[config.mk]
export PLATFORM = sky130hd
export DESIGN_NAME = iopx_top
export DESIGN_NICKNAME = d
export VERILOG_FILES = /design/src/hdl/iopx_pkg.sv /design/src/hdl/iopx_top.sv
export SDC_FILE = /design/constraint.sdc
export NUM_CORES = 1
export LEC_CHECK = 0
export BUFFER_PORTS_ARGS = -buffer_cell sky130_fd_sc_hd__buf_2
export CORE_UTILIZATION = 30
export CTS_BUF_LIST = sky130_fd_sc_hd__clkbuf_8
export DETAILED_ROUTE_END_ITERATION = 6
export PLACE_DENSITY = 0.58
export SYNTH_ARGS = -nofsm -noshare
export SYNTH_HDL_FRONTEND = slang
export SYNTH_SLANG_ARGS = --single-unit
[constraint.sdc]
create_clock -name clk_sys_i -period 2.6 [get_ports clk_sys_i]
set_clock_uncertainty 0.1 [all_clocks]
set_input_delay 0.26 -clock clk_sys_i [delete_from_list [all_inputs] [get_ports clk_sys_i]]
set_output_delay 0.26 -clock clk_sys_i [all_outputs]
set_load 0.02 [all_outputs]
[src/hdl/iopx_pkg.sv]
// constants, field layouts and carrier types of the three-port i/o block
// assumes a byte-wide register port and a single system clock
package iopx_pkg;
   // ------------------------------------------------------------
   // register offsets
   // ------------------------------------------------------------
   localparam logic [3:0] IOPX_PC_DATA = 4'h0;
   localparam logic [3:0] IOPX_PC_DIR = 4'h1;
   localparam logic [3:0] IOPX_PC_OPT = 4'h2;
   localparam logic [3:0] IOPX_PB_DATA = 4'h4;
   localparam logic [3:0] IOPX_PB_DIR = 4'h5;
   localparam logic [3:0] IOPX_PB_OPT = 4'h6;
   localparam logic [3:0] IOPX_PA_DATA = 4'h8;
   localparam logic [3:0] IOPX_PA_DIR = 4'h9;
   localparam logic [3:0] IOPX_PA_OPT = 4'hA;
   localparam logic [3:0] IOPX_MISC1 = 4'hC;
   localparam logic [3:0] IOPX_MISC2 = 4'hD;
   // ------------------------------------------------------------
   // field layout and reset values
   // ------------------------------------------------------------
   localparam logic [7:0] IOPX_RST = 8'h00;
   localparam int IOPX_IS1_HI = 7;
   localparam int IOPX_IS1_LO = 6;
   localparam int IOPX_MCO = 5;
   localparam int IOPX_IS0_HI = 4;
   localparam int IOPX_IS0_LO = 3;
   localparam int IOPX_CP_HI = 2;
   localparam int IOPX_CP_LO = 1;
   localparam int IOPX_SMS = 0;
   localparam int IOPX_MOD = 3;
   localparam int IOPX_SOD = 2;
   localparam int IOPX_SSM = 1;
   localparam int IOPX_SSI = 0;
   localparam logic [7:0] IOPX_MISC2_MASK = 8'h0F;
   localparam logic [7:0] IOPX_PA_TOD = 8'h50; // pins 6 and 4
   localparam logic [7:0] IOPX_PC_MASK = 8'h3F; // six pins
   localparam int IOPX_PC_CLK_PIN = 2;
   // ------------------------------------------------------------
   // sensitivity and divider encodings
   // ------------------------------------------------------------
   localparam logic [1:0] IOPX_SENS_FALL_LOW = 2'h0;
   localparam logic [1:0] IOPX_SENS_RISE = 2'h1;
   localparam logic [1:0] IOPX_SENS_FALL = 2'h2;
   localparam logic [1:0] IOPX_SENS_BOTH = 2'h3;
   localparam logic [1:0] IOPX_DIV2 = 2'h0;
   localparam logic [1:0] IOPX_DIV4 = 2'h2;
   localparam logic [1:0] IOPX_DIV8 = 2'h1;
   localparam logic [1:0] IOPX_DIV16 = 2'h3;
   localparam logic [3:0] IOPX_LIM2 = 4'h0;
   localparam logic [3:0] IOPX_LIM4 = 4'h1;
   localparam logic [3:0] IOPX_LIM8 = 4'h3;
   localparam logic [3:0] IOPX_LIM16 = 4'h7;
   // ------------------------------------------------------------
   // carriers
   // ------------------------------------------------------------
   typedef struct packed {
      logic [7:0] o;  // level driven
      logic [7:0] oe; // enable, high while driving
      logic [7:0] pu; // pull-up on
   } iopx_pins_t;
   typedef struct packed {
      logic ss_int;  // slave select internal control
      logic ss_lvl;  // internal slave select level
      logic mosi_dis;
      logic miso_dis;
   } iopx_spi_t;
endpackage : iopx_pkg

[src/hdl/iopx_top.sv]
// three general purpose ports with two external interrupt groups,
// clock-out and slow clock prescaler
// assumes pins are sampled in the system clock domain; external pad
// logic resolves o/oe/pu into the wire level
`timescale 1ns/100ps
module iopx_top (
   input wire logic clk_sys_i,            // system (oscillator) clock
   input wire logic rstn_i,               // async reset, active low
   input wire logic [3:0] addr_i,         // register address
   input wire logic [7:0] wdata_i,        // write data
   input wire logic wr_i,                 // write strobe
   input wire logic rd_i,                 // read strobe
   output logic [7:0] rdata_o,            // read data, cycle after rd_i
   input wire logic [1:0] cpu_irq_mask_i, // cpu condition code mask bits
   input wire logic [1:0] vec_fetch_i,    // vector fetch per group
   input wire logic [7:0] pa_i,           // port a pin levels
   input wire logic [7:0] pb_i,           // port b pin levels
   input wire logic [5:0] pc_i,           // port c pin levels
   input wire logic [7:0] pa_alt_en_i,    // peripheral output enables port a
   input wire logic [7:0] pa_alt_o_i,     // peripheral output levels port a
   input wire logic [7:0] pb_alt_en_i,    // peripheral output enables port b
   input wire logic [7:0] pb_alt_o_i,     // peripheral output levels port b
   input wire logic [5:0] pc_alt_en_i,    // peripheral output enables port c
   input wire logic [5:0] pc_alt_o_i,     // peripheral output levels port c
   input wire logic [1:0] pc_in_group_i,  // port c joins group 0 / 1
   output iopx_pkg::iopx_pins_t pa_o,     // port a pad controls
   output iopx_pkg::iopx_pins_t pb_o,     // port b pad controls
   output iopx_pkg::iopx_pins_t pc_o,     // port c pad controls (bits 5:0)
   output iopx_pkg::iopx_spi_t spi_ctl_o, // spi pin controls
   output logic cpu_clk_en_o,             // cpu clock enable pulse
   output logic [1:0] ext_irq_o           // requests group0, group1
);
   // ------------------------------------------------------------
   // functions
   // ------------------------------------------------------------
   // pad control for one port; tod marks true open drain pins
   function automatic iopx_pkg::iopx_pins_t pad_ctl(input logic [7:0] dat,
         input logic [7:0] dir, input logic [7:0] opt, input logic [7:0] tod,
         input logic [7:0] alt_en, input logic [7:0] alt_o);
      iopx_pkg::iopx_pins_t p;
      logic [7:0] lvl;
      logic [7:0] pp;
      lvl = (alt_en & alt_o) | (~alt_en & dat);
      // true open drain never drives high, not even for a peripheral
      pp = (opt | alt_en) & ~tod;
      // open drain only pulls low; push-pull drives both levels
      p.o = lvl;
      p.oe = (dir | alt_en) & (pp | ~lvl);
      p.pu = ~dir & ~alt_en & opt & ~tod;
      return p;
   endfunction : pad_ctl

   function automatic logic [7:0] rd_mux(input logic [7:0] dat,
         input logic [7:0] dir, input logic [7:0] pin);
      return (dir & dat) | (~dir & pin);
   endfunction : rd_mux

   // group request; inputs with option set are interrupt capable
   function automatic logic grp_evt(input logic [1:0] sens,
         input logic [7:0] en, input logic [7:0] cur, input logic [7:0] prv);
      logic c;
      logic p;
      // wired combination: any enabled low pin pulls the line low
      c = &(cur | ~en);
      p = &(prv | ~en);
      case (sens)
         iopx_pkg::IOPX_SENS_FALL_LOW: grp_evt = ~c;
         iopx_pkg::IOPX_SENS_RISE: grp_evt = c & ~p;
         iopx_pkg::IOPX_SENS_FALL: grp_evt = ~c & p;
         iopx_pkg::IOPX_SENS_BOTH: grp_evt = c ^ p;
         default: grp_evt = 1'b0;
      endcase
   endfunction : grp_evt

   // ------------------------------------------------------------
   // registers
   // ------------------------------------------------------------
   logic [7:0] pa_dat_r, pa_dir_r, pa_opt_r;
   logic [7:0] pb_dat_r, pb_dir_r, pb_opt_r;
   logic [7:0] pc_dat_r, pc_dir_r, pc_opt_r;
   logic [7:0] misc1_r, misc2_r;
   logic [7:0] pa_s1_r, pa_s2_r, pa_s3_r;
   logic [7:0] pb_s1_r, pb_s2_r, pb_s3_r;
   logic [5:0] pc_s1_r, pc_s2_r, pc_s3_r;
   logic [1:0] irq_r;
   logic [3:0] div_cnt_r;
   logic cpu_clk_en_r;
   logic clk_out_r;

   wire wr_pa_dat = wr_i && addr_i == iopx_pkg::IOPX_PA_DATA;
   wire wr_pa_dir = wr_i && addr_i == iopx_pkg::IOPX_PA_DIR;
   wire wr_pa_opt = wr_i && addr_i == iopx_pkg::IOPX_PA_OPT;
   wire wr_pb_dat = wr_i && addr_i == iopx_pkg::IOPX_PB_DATA;
   wire wr_pb_dir = wr_i && addr_i == iopx_pkg::IOPX_PB_DIR;
   wire wr_pb_opt = wr_i && addr_i == iopx_pkg::IOPX_PB_OPT;
   wire wr_pc_dat = wr_i && addr_i == iopx_pkg::IOPX_PC_DATA;
   wire wr_pc_dir = wr_i && addr_i == iopx_pkg::IOPX_PC_DIR;
   wire wr_pc_opt = wr_i && addr_i == iopx_pkg::IOPX_PC_OPT;
   wire wr_misc1 = wr_i && addr_i == iopx_pkg::IOPX_MISC1;
   wire wr_misc2 = wr_i && addr_i == iopx_pkg::IOPX_MISC2;
   // sensitivity fields are locked unless the cpu has masked interrupts
   wire sens_ok = &cpu_irq_mask_i;

   wire [1:0] is1_cur = misc1_r[iopx_pkg::IOPX_IS1_HI:iopx_pkg::IOPX_IS1_LO];
   wire [1:0] is0_cur = misc1_r[iopx_pkg::IOPX_IS0_HI:iopx_pkg::IOPX_IS0_LO];
   wire [1:0] is1_wr = wdata_i[iopx_pkg::IOPX_IS1_HI:iopx_pkg::IOPX_IS1_LO];
   wire [1:0] is0_wr = wdata_i[iopx_pkg::IOPX_IS0_HI:iopx_pkg::IOPX_IS0_LO];
   wire [1:0] is1_nxt = sens_ok ? is1_wr : is1_cur;
   wire [1:0] is0_nxt = sens_ok ? is0_wr : is0_cur;
   wire [7:0] misc1_nxt = {is1_nxt, wdata_i[iopx_pkg::IOPX_MCO], is0_nxt,
                           wdata_i[iopx_pkg::IOPX_CP_HI:iopx_pkg::IOPX_SMS]};
   wire [1:0] sens_chg = {wr_misc1 && is1_nxt != is1_cur,
                          wr_misc1 && is0_nxt != is0_cur};

   always_ff @(posedge clk_sys_i or negedge rstn_i) begin
      if (!rstn_i) begin
         pa_dat_r <= iopx_pkg::IOPX_RST;
         pa_dir_r <= iopx_pkg::IOPX_RST;
         pa_opt_r <= iopx_pkg::IOPX_RST;
         pb_dat_r <= iopx_pkg::IOPX_RST;
         pb_dir_r <= iopx_pkg::IOPX_RST;
         pb_opt_r <= iopx_pkg::IOPX_RST;
         pc_dat_r <= iopx_pkg::IOPX_RST;
         pc_dir_r <= iopx_pkg::IOPX_RST;
         pc_opt_r <= iopx_pkg::IOPX_RST;
         misc1_r <= iopx_pkg::IOPX_RST;
         misc2_r <= iopx_pkg::IOPX_RST;
      end else begin
         if (wr_pa_dat) pa_dat_r <= wdata_i;
         if (wr_pa_dir) pa_dir_r <= wdata_i;
         if (wr_pa_opt) pa_opt_r <= wdata_i;
         if (wr_pb_dat) pb_dat_r <= wdata_i;
         if (wr_pb_dir) pb_dir_r <= wdata_i;
         if (wr_pb_opt) pb_opt_r <= wdata_i;
         if (wr_pc_dat) pc_dat_r <= wdata_i & iopx_pkg::IOPX_PC_MASK;
         if (wr_pc_dir) pc_dir_r <= wdata_i & iopx_pkg::IOPX_PC_MASK;
         if (wr_pc_opt) pc_opt_r <= wdata_i & iopx_pkg::IOPX_PC_MASK;
         if (wr_misc1) misc1_r <= misc1_nxt;
         if (wr_misc2) misc2_r <= wdata_i & iopx_pkg::IOPX_MISC2_MASK;
      end
   end

   // ------------------------------------------------------------
   // pin synchronisers
   // ------------------------------------------------------------
   // s1 feeds only s2; s2 is the sampled level, s3 the previous one
   always_ff @(posedge clk_sys_i or negedge rstn_i) begin
      if (!rstn_i) begin
         pa_s1_r <= 8'hFF;
         pa_s2_r <= 8'hFF;
         pa_s3_r <= 8'hFF;
         pb_s1_r <= 8'hFF;
         pb_s2_r <= 8'hFF;
         pb_s3_r <= 8'hFF;
         pc_s1_r <= 6'h3F;
         pc_s2_r <= 6'h3F;
         pc_s3_r <= 6'h3F;
      end else begin
         pa_s1_r <= pa_i;
         pa_s2_r <= pa_s1_r;
         pa_s3_r <= pa_s2_r;
         pb_s1_r <= pb_i;
         pb_s2_r <= pb_s1_r;
         pb_s3_r <= pb_s2_r;
         pc_s1_r <= pc_i;
         pc_s2_r <= pc_s1_r;
         pc_s3_r <= pc_s2_r;
      end
   end

   // ------------------------------------------------------------
   // external interrupts
   // ------------------------------------------------------------
   wire [7:0] pc_s2_w = {2'h0, pc_s2_r};
   wire [7:0] pc_s3_w = {2'h0, pc_s3_r};
   wire [7:0] pa_ien = ~pa_dir_r & pa_opt_r;
   wire [7:0] pb_ien = ~pb_dir_r & pb_opt_r;
   wire [7:0] pc_ien = ~pc_dir_r & pc_opt_r & iopx_pkg::IOPX_PC_MASK;
   wire [7:0] g0_en_c = pc_in_group_i[0] ? pc_ien : 8'h00;
   wire [7:0] g1_en_c = pc_in_group_i[1] ? pc_ien : 8'h00;
   wire [15:0] g0_en = {g0_en_c, pa_ien};
   wire [15:0] g1_en = {g1_en_c, pb_ien};
   wire g0_evt = grp_evt(is0_cur, g0_en[7:0], pa_s2_r, pa_s3_r) |
                 grp_evt(is0_cur, g0_en[15:8], pc_s2_w, pc_s3_w);
   wire g1_evt = grp_evt(is1_cur, g1_en[7:0], pb_s2_r, pb_s3_r) |
                 grp_evt(is1_cur, g1_en[15:8], pc_s2_w, pc_s3_w);
   wire [1:0] evt = {g1_evt, g0_evt};
   // an event in the fetch cycle survives: set wins over clear
   wire [1:0] irq_nxt = evt | (irq_r & ~vec_fetch_i & ~sens_chg);

   always_ff @(posedge clk_sys_i or negedge rstn_i) begin
      if (!rstn_i) irq_r <= 2'h0;
      else irq_r <= irq_nxt;
   end

   // ------------------------------------------------------------
   // cpu clock prescaler and clock-out
   // ------------------------------------------------------------
   wire [1:0] cp_sel = misc1_r[iopx_pkg::IOPX_CP_HI:iopx_pkg::IOPX_CP_LO];
   logic [3:0] div_lim;
   always_comb begin
      case (cp_sel)
         iopx_pkg::IOPX_DIV2: div_lim = iopx_pkg::IOPX_LIM2;
         iopx_pkg::IOPX_DIV4: div_lim = iopx_pkg::IOPX_LIM4;
         iopx_pkg::IOPX_DIV8: div_lim = iopx_pkg::IOPX_LIM8;
         iopx_pkg::IOPX_DIV16: div_lim = iopx_pkg::IOPX_LIM16;
         default: div_lim = iopx_pkg::IOPX_LIM2;
      endcase
   end
   wire slow = misc1_r[iopx_pkg::IOPX_SMS];
   // the divider toggles the clock-out half-period every limit+1 cycles
   wire div_wrap = div_cnt_r >= div_lim;
   wire [3:0] div_cnt_nxt = (!slow || div_wrap) ? 4'h0 : div_cnt_r + 4'h1;
   wire clk_out_nxt = slow ? (div_wrap ? ~clk_out_r : clk_out_r) : ~clk_out_r;
   // enable on rising half of the divided clock; every cycle in normal mode
   wire cpu_en_nxt = !slow || (div_wrap && !clk_out_r);

   always_ff @(posedge clk_sys_i or negedge rstn_i) begin
      if (!rstn_i) begin
         div_cnt_r <= 4'h0;
         clk_out_r <= 1'b0;
         cpu_clk_en_r <= 1'b0;
      end else begin
         div_cnt_r <= div_cnt_nxt;
         clk_out_r <= clk_out_nxt;
         cpu_clk_en_r <= cpu_en_nxt;
      end
   end

   // ------------------------------------------------------------
   // pad controls and read port
   // ------------------------------------------------------------
   wire cpu_clock_out_enable = misc1_r[iopx_pkg::IOPX_MCO];
   wire [7:0] pc_alt_en_w = {2'h0, pc_alt_en_i} |
                            (cpu_clock_out_enable ? 8'h04 : 8'h00);
   wire [7:0] pc_alt_o_w = {2'h0, pc_alt_o_i[5:3], clk_out_r, pc_alt_o_i[1:0]};
   // pins without an option bit would pass 8'h00 here; all have one
   iopx_pkg::iopx_pins_t pa_nxt, pb_nxt, pc_nxt;
   assign pa_nxt = pad_ctl(pa_dat_r, pa_dir_r, pa_opt_r, iopx_pkg::IOPX_PA_TOD,
                           pa_alt_en_i, pa_alt_o_i);
   assign pb_nxt = pad_ctl(pb_dat_r, pb_dir_r, pb_opt_r, 8'h00,
                           pb_alt_en_i, pb_alt_o_i);
   assign pc_nxt = pad_ctl(pc_dat_r, pc_dir_r, pc_opt_r, 8'h00,
                           pc_alt_en_w, pc_alt_o_w);
   iopx_pkg::iopx_spi_t spi_nxt;
   assign spi_nxt.ss_int = misc2_r[iopx_pkg::IOPX_SSM];
   assign spi_nxt.ss_lvl = misc2_r[iopx_pkg::IOPX_SSI];
   assign spi_nxt.mosi_dis = misc2_r[iopx_pkg::IOPX_MOD];
   assign spi_nxt.miso_dis = misc2_r[iopx_pkg::IOPX_SOD];

   logic [7:0] rd_nxt;
   always_comb begin
      case (addr_i)
         iopx_pkg::IOPX_PA_DATA: rd_nxt = rd_mux(pa_dat_r, pa_dir_r, pa_s2_r);
         iopx_pkg::IOPX_PA_DIR: rd_nxt = pa_dir_r;
         iopx_pkg::IOPX_PA_OPT: rd_nxt = pa_opt_r;
         iopx_pkg::IOPX_PB_DATA: rd_nxt = rd_mux(pb_dat_r, pb_dir_r, pb_s2_r);
         iopx_pkg::IOPX_PB_DIR: rd_nxt = pb_dir_r;
         iopx_pkg::IOPX_PB_OPT: rd_nxt = pb_opt_r;
         iopx_pkg::IOPX_PC_DATA: rd_nxt = rd_mux(pc_dat_r, pc_dir_r, pc_s2_w);
         iopx_pkg::IOPX_PC_DIR: rd_nxt = pc_dir_r;
         iopx_pkg::IOPX_PC_OPT: rd_nxt = pc_opt_r;
         iopx_pkg::IOPX_MISC1: rd_nxt = misc1_r;
         iopx_pkg::IOPX_MISC2: rd_nxt = misc2_r;
         default: rd_nxt = 8'h00;
      endcase
      if (!rd_i) rd_nxt = 8'h00;
   end

   always_ff @(posedge clk_sys_i or negedge rstn_i) begin
      if (!rstn_i) begin
         rdata_o <= 8'h00;
         pa_o <= '0;
         pb_o <= '0;
         pc_o <= '0;
         spi_ctl_o <= '0;
         cpu_clk_en_o <= 1'b0;
         ext_irq_o <= 2'h0;
      end else begin
         rdata_o <= rd_nxt;
         pa_o <= pa_nxt;
         pb_o <= pb_nxt;
         pc_o <= pc_nxt;
         spi_ctl_o <= spi_nxt;
         cpu_clk_en_o <= cpu_clk_en_r;
         ext_irq_o <= irq_r;
      end
   end
endmodule : iopx_top

==> flow_summary_export.csv, run 1 <==
group,metric,value,unit
run_status,status,"finished, final reports clean",
place,numPortBuffers,165,
critical_path,path_max_fanout,5,
clock_tree,clk_path_buf_depth,3,
synthesis,netlist_area,0.00951,mm²
global_route,grt_start_max_net_pins,79,
global_route,grt_use_total,0.169,
sta,worstMarginPinSlew,653,ps
floorplan,start_util,0.308,
sta,rsz0062_at_grt,"false",
finish,stdcell_count,1416,
synthesis,ys_seq_elements,231,
critical_path,arrival,2640,ps
detailed_routing,wl_per_cell,18.9,µm
place,gp_congestion,0.880,
floorplan,core_area,0.0309,mm²
global_route,grt_pass1_wl,42.2,mm
clock_tree,clock_sinks,231,
synthesis,ys_seq_area_frac,0.617,
finish,largest_reg_flops,24,
floorplan,row_count,64,
critical_path,path_cells,"nand2b_1 -> o22ai_1 -> or3_1 -> and2_1 -> ha_1 -> nor3_1 -> a41oi_1 -> a32oi_1 -> o311ai_0",
finish,reg_top3,"pb_o: 24 flops, pa_o: 22 flops, pc_o: 18 flops",
sta,finalCritPeriodShare,0.908,
finish,nFillCells,2964,
clock_tree,clk_latency,540,ps
clock_tree,numCtsBuffers,41,
power,ir_drop,0.397,mV
detailed_routing,dr.pass1.iters,6,
global_route,gr-usage-met2,0.272,
sta,relSlewSlack,0.565,
place,placed_cells,1264,
synthesis,yosysTopAreaCell,"dfrtp_1",
global_route,grt_overflow_total,0,
critical_path,crit_slowest_cell,"or3_1",
detailed_routing,drt_iter0_markers,421,
floorplan,dieArea,0.0324,mm²
sta,setup_tns,0,ps
finish,multi_input_area,0.00345,mm²
critical_path,worstSetupEndpointType,"register",
place,dp_hpwl,19.0,mm
finish,area.sequential,0.00586,mm²
synthesis,synthTopCellsByCount,"165 x dfrtp_1, 111 x mux2_2, 66 x dfstp_2",
clock_tree,post_cts_buffers,0,
worst_hold_path,worstHoldPathType,"primary input to register",
sta,max_clock_freq,424,MHz
detailed_routing,via_count,6624,
job,maxCapViolCount,0,
finish,synthToLayoutAreaGrowth,32.2,%
critical_path,path_class,"register to register",
finish,top_register,"pb_o",
synthesis,synth_top_flop_cell,"dfrtp_1",
sta,final-hold-violation-count,0,
detailed_routing,drc_errors,0,
synthesis,netlist_instances,699,
power,leakagePower,5.73,nW
global_route,busiest_layer,"met2",
floorplan,fp.dieW,180,µm
synthesis,yosysMostFrequentCell,"dfrtp_1",
global_route,use_met3,0.0354,
floorplan,pin_count,175,
clock_tree,cts_tree,"built",
global_route,grt_pass1_vias,7062,
critical_path,critPathLaunchType,"register",
finish,drive_above_1_share,0.452,
clock_tree,htreeDepth,2,
synthesis,synthArstFlopShare,1.00,
finish,nNetsFinal,1084,
sta,slew_viol_final,0,
global_route,antenna_found_initial,3,
sta,setup_violations,0,
synthesis,netlist.area_leader.share,0.434,
global_route,gr-usage-met1,0.232,
floorplan,die_h,180,µm
synthesis,ys_warn_count,0,
detailed_routing,antenna_left,0,
clock_tree,cts.reportedPaths.clkPinSlew,60,ps
critical_path,slowest_delay,480,ps
power,p_per_area,826,mW/mm²
clock_tree,cts_root_buffer,"clkbuf_8",
detailed_routing,wl,26.8,mm
synthesis,synth_area_leaders,"dfrtp_1 43%, dfstp_2 18%, mux2_2 13%, nand2b_1 3.4%, a21o_1 1.6%",
synthesis,synth_area_per_cell,13.6,µm²
critical_path,critPathRequiredTime,2880,ps
synthesis,ys_types,64,
synthesis,synth_edf_count,0,
detailed_routing,viasPerCell,4.68,
sta,fin_crit,2360,ps
[cells by family after synthesis]
kind of cell	after synthesis	share of synthesized area
buf+inv	43	0.0241
xor+xnor	7	0.00645
simple gates	169	0.110
fa+ha+maj	12	0.0158
compound gates	114	0.0834
mux	122	0.143
flops	231	0.617
other cells	1	0.000394
[critical path: cells and delay by family, from the launching register on]
kind,cells,cell delay (ps)
AOI/OAI and AO/OA,4,460
adders and majority gates,1,170
DFF,1,400
and+or+nand+nor,4,1090
[layout make-up]
type	instances	area share
tap	396	0.0394
clock buffer	58	0.0635
multi-input combinational	432	0.274
sequential	231	0.466
clock inverter	18	0.00876
antenna	3	0.000597
timing repair buffer	266	0.143
inverter	12	0.00358
[cells in the final DEF, fill, tap and decap left out, types with 11 or more instances in the layout]
master / synthesis / routed
nand2_1: 11 / 11
inv_1: 12 / 20
buf_2: 9 / 164
nor2_1: 33 / 33
mux2i_1: 11 / 11
clkbuf_8: 0 / 58
dfstp_2: 66 / 66
dfrtp_1: 165 / 165
a21o_1: 20 / 20
dlygate4sd3_1: 0 / 73
o22ai_1: 22 / 22
o21ai_0: 17 / 17
ha_1: 12 / 12
mux2_2: 111 / 111
buf_4: 11 / 26
nand2b_1: 52 / 52
[what timing repair did]
action                                 4_1_cts  5_1_grt
resized for setup                            0        1
endpoints found under the hold margin      140        0
setup endpoints to repair                    0        1
hold buffers                                73        0
[path summary, 6_finish.rpt]
check                               start  slack, ps  cells after the start          end
hold / removal             vec_fetch_i[1]         40                      4     irq_r[1]
min in group asynchronous          rstn_i        230                      2  pc_dat_r[2]
setup / recovery              pc_dir_r[2]        240                      9     irq_r[1]
setup reg to reg              pc_dir_r[2]        240                      9     irq_r[1]
max in group asynchronous          rstn_i       1400                      3   pa_s1_r[3]
hold reg to reg                pb_s1_r[4]        250                      0   pb_s2_r[4]
[metal layers]
| layer | vias up | share of wire |
|---|---|---|
| met5 | - | 0 |
| met4 | 0 | 0.018 |
| met3 | 36 | 0.050 |
| met2 | 195 | 0.47 |
| met1 | 3321 | 0.46 |
| li1 | 3072 | - |
[stage by stage]
step	utilization	setup WS, ps	power (W)	instance area [µm²]	hold slack, ps
floorplan	-	466	0.00584	9530	-136
detailed placement	0.353	161	0.00676	10900	197
global route	0.406	5.32	0.0110	12600	57.5
finish	0.407	240	0.0104	12600	44.8
CTS	0.406	139	0.0105	12600	39.6
global placement	0.353	223	0.00672	10900	198
[where the power goes]
| group | leakage [nW] | internal, W | switching, W |
|---|---|---|---|
| registers | 2.72 | 0.00420 | 0.000460 |
| logic | 2.50 | 0.00101 | 0.00112 |
| clock network | 0.501 | 0.00208 | 0.00150 |
| total | 5.73 | 0.00729 | 0.00308 |
(Power assumes the default switching activity.)
==> run 2, diff against run 1 <==
--- a/config.mk
+++ b/config.mk
@@ -8,8 +8,10 @@
 export BUFFER_PORTS_ARGS = -buffer_cell sky130_fd_sc_hd__buf_2
 export CORE_UTILIZATION = 30
 export CTS_BUF_LIST = sky130_fd_sc_hd__clkbuf_8
+export CTS_CLUSTER_DIAMETER = 100
 export DETAILED_ROUTE_END_ITERATION = 6
 export PLACE_DENSITY = 0.58
+export RECOVER_POWER = 100
 export SYNTH_ARGS = -nofsm -noshare
 export SYNTH_HDL_FRONTEND = slang
 export SYNTH_SLANG_ARGS = --single-unit
==> run 2 against run 1 <==
  * Critical endpoint unchanged
  * Combinational power decreased by 4%
  * The run now ends with capacitance limit, slew limit left
  * First-iteration DRC count down 3.6%
  * Worst hold slack got worse by 0.79 ps
  * Clock-buffer cell count unchanged
  * Final cell count is essentially flat
  * Highest routed layer unchanged
==> flow_summary_export.csv, run 2 (same netlist as run 1, synthesis figures left out) <==
group,metric,value,unit
detailed_routing,via_count,6633,
clock_tree,clock_sinks,231,
clock_tree,cts_root_buffer,"clkbuf_8",
power,leakagePower,5.40,nW
finish,layout_commonest_cell,"dfrtp_1",
floorplan,pin_count,175,
sta,setup_tns,0,ps
clock_tree,cts_tree,"built",
detailed_routing,drt_iter0_markers,406,
clock_tree,clk_path_buf_depth,3,
critical_path,path_class,"register to register",
detailed_routing,viasPerCell,4.69,
detailed_routing,drc_errors,0,
clock_tree,numCtsBuffers,41,
finish,nNetsFinal,1084,
floorplan,row_count,64,
place,gp_congestion,0.880,
sta,worstMarginPinSlew,1940,ps
sta,fin_crit,2370,ps
sta,finalCritPeriodShare,0.913,
sta,relSlewSlack,-0.290,
place,dp_hpwl,19.0,mm
sta,rsz0062_at_grt,"false",
critical_path,crit_path_start,"pc_dir_r[2]",
sta,setup_violations,0,
sta,slew_viol_final,77,
sta,holdWs,44.0,ps
critical_path,worstSetupEndpointType,"register",
detailed_routing,antenna_left,0,
clock_tree,cts.reportedPaths.clkPinSlew,60,ps
floorplan,dieArea,0.0324,mm²
detailed_routing,wl_per_cell,18.9,µm
finish,largest_reg_flops,24,
finish,top_register,"pb_o",
clock_tree,clk_latency,540,ps
place,post-place-ws,161,ps
power,p_per_area,834,mW/mm²
floorplan,fp.dieW,180,µm
job,maxCapViolCount,1,
global_route,grt_start_max_net_pins,79,
power,ir_drop,0.396,mV
run_status,violations,"capacitance limit, slew limit",
critical_path,critPathRequiredTime,2880,ps
critical_path,r2r_start,"pc_dir_r[2]",
place,numPortBuffers,165,
power,power,0.0103,W
critical_path,critPathLaunchType,"register",
floorplan,start_util,0.308,
detailed_routing,dr.pass1.iters,5,
run_status,status,"finished, violations left",
global_route,antenna_found_initial,2,
finish,mostFrequentLayoutCells,"165 x dfrtp_1, 111 x mux2_2, 94 x clkbuf_1",
finish,drive_above_1_share,0.327,
floorplan,die_h,180,µm
critical_path,path_max_fanout,5,
clock_tree,htreeDepth,2,
clock_tree,post_cts_buffers,0,
detailed_routing,wl,26.8,mm
sta,max_clock_freq,421,MHz
global_route,grt_overflow_total,0,
floorplan,core_area,0.0309,mm²
finish,reg_top3,"pb_o: 24 flops, pa_o: 22 flops, pc_o: 18 flops",
global_route,grt_pass1_wl,42.2,mm
worst_hold_path,holdCritStartpoint,"vec_fetch_i[1]",
global_route,grt_pass1_vias,7062,
critical_path,arrival,2650,ps
global_route,grt_use_total,0.169,
worst_hold_path,worstHoldPathType,"primary input to register",
sta,final-hold-violation-count,0,
finish,synthToLayoutAreaGrowth,29.9,%
sta,worst_slack,226,ps
## run 2: worst paths after layout
check	to	slack [ps]	cells after the start
worst max-delay path	irq_r[1]	230	9
worst min-delay path	irq_r[1]	40	4
worst min register to register	pb_s2_r[4]	260	0
min in group asynchronous	pc_dat_r[2]	730	2
worst max register to register	irq_r[1]	230	9
max in group asynchronous	pa_s1_r[3]	340	3
## run 2: through the flow
step                      cells  cell area (µm²)   util
after detailed placement   1264            10900  0.353
after global placement     1264            10900  0.353
after CTS                  1413            12600  0.406
after global routing       1413            12300  0.399
after floorplan             706             9530      -
final                      1415            12300  0.400
## run 2: power by group
group | switching, W | total, W | leakage, nW | internal (W)
logic | 0.00112 | 0.00206 | 2.19 | 0.000939
registers | 0.000465 | 0.00466 | 2.71 | 0.00419
clock network | 0.00150 | 0.00358 | 0.501 | 0.00208
total | 0.00308 | 0.0103 | 5.40 | 0.00721
## run 2: timing repair
| item | CTS | global route |
|---|---|---|
| gates resized for setup | 0 | 1 |
| endpoints found under the hold margin | 140 | 0 |
| endpoints found under the setup margin | 0 | 1 |
| hold buffers | 73 | 0 |
## run 2: area by class of cell
type	instances	area [µm²]
fill	3017	18600
sequential	231	5860
multi-input combinational	432	3380
timing repair buffer	266	1650
clock buffer	58	798
tap	396	495
clock inverter	18	110
inverter	12	45.0
antenna	2	5.00
## run 2: worst max-delay path, stage by stage (launching register included)
cell      delay [ps]
dfrtp_1          400
nand2b_1         210
o22ai_1          100
or3_1            490
and2_1           210
ha_1             170
nor3_1           190
a41oi_1           60
a32oi_1          160
o311ai_0         140
## run 2: routing by layer
| metal | share of wire | global-route usage | vias to the layer above |
|---|---|---|---|
| met5 | 0 | 0 | - |
| met4 | 0.020 | 0.0448 | 0 |
| met3 | 0.049 | 0.0354 | 43 |
| met2 | 0.47 | 0.272 | 187 |
| met1 | 0.47 | 0.232 | 3335 |
| li1 | - | - | 3068 |
==> run 3, diff against run 2 <==
--- a/config.mk
+++ b/config.mk
@@ -5,6 +5,7 @@
 export SDC_FILE = /design/constraint.sdc
 export NUM_CORES = 1
 export LEC_CHECK = 0
+export ABC_AREA = 1
 export BUFFER_PORTS_ARGS = -buffer_cell sky130_fd_sc_hd__buf_2
 export CORE_UTILIZATION = 30
 export CTS_BUF_LIST = sky130_fd_sc_hd__clkbuf_8
==> constraint.sdc (replaced) <==
create_clock -name clk_sys_i -period 2.25 [get_ports clk_sys_i]
set_clock_uncertainty 0.1 [all_clocks]
set_input_delay 0.225 -clock clk_sys_i [delete_from_list [all_inputs] [get_ports clk_sys_i]]
set_output_delay 0.225 -clock clk_sys_i [all_outputs]
set_load 0.02 [all_outputs]
==> run 3 against run 2 <==
  * The flow still finishes with violations (capacitance limit, slew limit)
  * Sequential power increased by 13%
  * Sequential share of layout area fell by 0.35 points
  * Synthesized cell count rose by 48%
  * Register-to-register slack improved by 70 ps
  * Area after synthesis increased by 0.86%
  * Clock power up 13%
  * Critical path depth up 4
  * Utilization shrank 0.43 points
  * First-iteration DRC count is 12% higher
==> flow_summary_export.csv, run 3 <==
group,metric,value,unit
run_status,status,"finished, violations left",
run_status,violations,"capacitance limit, slew limit",
clock_tree,cts_tree,"built",
floorplan,start_util,0.305,
finish,layout_commonest_cell,"nand2_1",
critical_path,worstSetupEndpointType,"register",
detailed_routing,dr_wl_met2,12.2,mm
clock_tree,numCtsBuffers,42,
synthesis,ys_types,32,
finish,drive_above_1_share,0.143,
sta,rsz0062_at_grt,"false",
detailed_routing,wl,26.8,mm
synthesis,synth_area_per_cell,9.28,µm²
detailed_routing,dr_wl_met3,1.55,mm
critical_path,arrival,2270,ps
place,placed_cells,1588,
global_route,antenna_found_initial,3,
power,ir_drop,0.471,mV
floorplan,dieArea,0.0327,mm²
synthesis,ys_warn_count,0,
synthesis,yosysMostFrequentCell,"nand2_1",
detailed_routing,drt_iter0_markers,455,
sta,final-hold-violation-count,0,
critical_path,crit_buf_inv,4,
critical_path,path_class,"register to register",
synthesis,synthArstFlopShare,1.00,
synthesis,netlist_instances,1033,
critical_path,critPathRequiredTime,2560,ps
critical_path,path_max_fanout,4,
global_route,grt_pass1_vias,7916,
power,p_per_area,918,mW/mm²
floorplan,pin_count,175,
sta,worstMarginPinSlew,1650,ps
detailed_routing,viasPerCell,4.50,
power,leakagePower,5.93,nW
sta,max_clock_freq,513,MHz
critical_path,path_cells,"inv_1 -> clkbuf_1 -> nand3_1 -> nand2_1 -> inv_1 -> nand2_1 -> nor2_1 -> inv_1 -> ha_1 -> o21ai_0 -> nand2_1 -> nand3_1 -> nand3_1",
detailed_routing,dr.pass1.iters,6,
critical_path,reg2reg_to,"irq_r[1]",
finish,top_register,"pb_o",
critical_path,slowest_delay,380,ps
finish,nNetsFinal,1423,
synthesis,synth_edf_count,0,
place,numPortBuffers,165,
global_route,grt_start_max_net_pins,62,
job,maxCapViolCount,1,
critical_path,critPathLaunchType,"register",
synthesis,synthTopCellsByCount,"275 x nand2_1, 165 x dfrtp_1, 118 x inv_1",
finish,largest_reg_flops,24,
finish,stdcell_count,1756,
finish,reg_top3,"pb_o: 24 flops, pa_o: 22 flops, pc_o: 18 flops",
critical_path,reg2regPathDepth,13,
critical_path,crit_cells,13,
floorplan,die_h,181,µm
floorplan,fp.dieW,181,µm
sta,setup_violations,0,
finish,synthToLayoutAreaGrowth,29.7,%
sta,fin_crit,1950,ps
critical_path,crit_slowest_cell,"dfrtp_1",
synthesis,netlist.area_leader.share,0.431,
floorplan,row_count,65,
synthesis,netlist_area,0.00959,mm²
detailed_routing,antenna_left,0,
clock_tree,post_cts_buffers,0,
finish,n_antenna_cell,0,
detailed_routing,met1_length,12.3,mm
sta,slew_viol_final,59,
global_route,grt_overflow_total,0,
critical_path,crit_path_end,"irq_r[1]",
synthesis,synth_top_flop_cell,"dfrtp_1",
global_route,grt_use_total,0.166,
sta,setup_tns,0,ps
clock_tree,cts_root_buffer,"clkbuf_8",
floorplan,core_area,0.0315,mm²
detailed_routing,wl_per_cell,15.2,µm
synthesis,yosysTopAreaCell,"dfrtp_1",
detailed_routing,drc_errors,0,
clock_tree,clk_path_buf_depth,3,
finish,mostFrequentLayoutCells,"286 x nand2_1, 165 x dfrtp_1, 135 x inv_1",
critical_path,crit_path_start,"pb_dir_r[4]",
synthesis,ys_seq_area_frac,0.611,
clock_tree,cts.reportedPaths.clkPinSlew,60,ps
global_route,grt_pass1_wl,42.2,mm
worst_hold_path,worstHoldPathType,"primary input to register",
synthesis,ys_seq_elements,231,
detailed_routing,routed.top_layer,"met5",
critical_path,ff2ff_setup_slack,300,ps
place,dp_hpwl,18.8,mm
detailed_routing,via_count,7897,
sta,finalCritPeriodShare,0.867,
clock_tree,clk_latency,550,ps
sta,relSlewSlack,-0.103,
synthesis,synth_area_leaders,"dfrtp_1 43%, dfstp_2 18%, nand2_1 11%, o21ai_0 4.7%, inv_1 4.6%",
critical_path,r2r_start,"pb_dir_r[4]",
clock_tree,htreeDepth,2,
clock_tree,clock_sinks,231,
critical_path,crit_family,"simple AND/OR/NAND/NOR gates",
place,gp_congestion,0.873,
-- run 3: cell types whose count changed after synthesis, sizes merged, moves of 26 or more --
| cell | before | now |
|---|---|---|
| mux2 | 111 | 0 |
| nor2 | 40 | 99 |
| o21ai | 19 | 137 |
| nand2b | 54 | 0 |
| nand2 | 15 | 287 |
| inv | 12 | 124 |
| nand3 | 4 | 30 |
-- run 3: layer usage --
metal / track usage / vias to the layer above
li1: - / 3866
met1: 0.219 / 3741
met2: 0.266 / 227
met3: 0.0379 / 57
met4: 0.0581 / 6
met5: 0 / -
-- run 3: what timing repair did --
item                      4_1_cts  5_1_grt
resized for setup               0        0
hold endpoints to repair      278        0
hold buffers                   93        0
-- run 3: power breakdown --
part	internal [W]	total, W	switching, W
Clock	0.00227	0.00403	0.00176
Combinational	0.000741	0.00212	0.00138
Sequential	0.00479	0.00527	0.000478
Total	0.00781	0.0114	0.00362
-- run 3: layout make-up --
| cell class | count | area [µm²] |
|---|---|---|
| fillers | 3188 | 19000 |
| flip-flops and latches | 231 | 5860 |
| multi-input cells | 657 | 3010 |
| clock inverters | 21 | 124 |
| repair buffers | 267 | 1730 |
| clock buffers | 54 | 743 |
| inverters | 124 | 465 |
| well taps | 402 | 503 |
-- run 3: worst reg2reg max path, delay by kind of cell, from the launching register on --
family	cells	cell delay, ps
compound gates	1	150
fa+ha+maj	1	180
buf+inv	4	370
flops	1	380
simple gates	7	650
-- run 3: worst min-delay path by stage --
| stage | start | end | cells after the start |
|---|---|---|---|
| global route | wdata_i[5] | pb_dat_r[5] | 3 |
| detailed placement | rstn_i | ext_irq_o[0] | 1 |
| finish | wdata_i[5] | pb_dir_r[5] | 3 |
| CTS | wdata_i[5] | pb_opt_r[5] | 3 |
| floorplan | rstn_i | clk_out_r | 0 |
| global placement | rstn_i | pc_o[21] | 1 |
-- run 3: cell families (layout without fill, tap and decap cells) --
group,after synthesis,in the layout,synth area share
AO/OA/AOI/OAI,183,183,0.104
AND/OR/NAND/NOR,452,452,0.202
buffers and inverters,152,466,0.0646
XOR/XNOR,2,2,0.00183
other,1,8,0.000391
flip-flops,231,231,0.611
adder cells (fa/ha/maj),12,12,0.0157
-- run 3: per-stage QoR --
| stage | setup WS [ps] | util | power (W) | hold WS [ps] | area, µm² |
|---|---|---|---|---|---|
| 2_1_floorplan | 590 | - | 0.00652 | -171 | 9620 |
| 3_3_place_gp | 305 | 0.346 | 0.00739 | 112 | 10900 |
| 3_5_place_dp | 319 | 0.346 | 0.00743 | 115 | 10900 |
| 4_1_cts | 284 | 0.404 | 0.0117 | 75.9 | 12700 |
| 5_1_grt | 121 | 0.395 | 0.0121 | 105 | 12400 |
| 6_report | 299 | 0.395 | 0.0114 | 82.2 | 12400 |
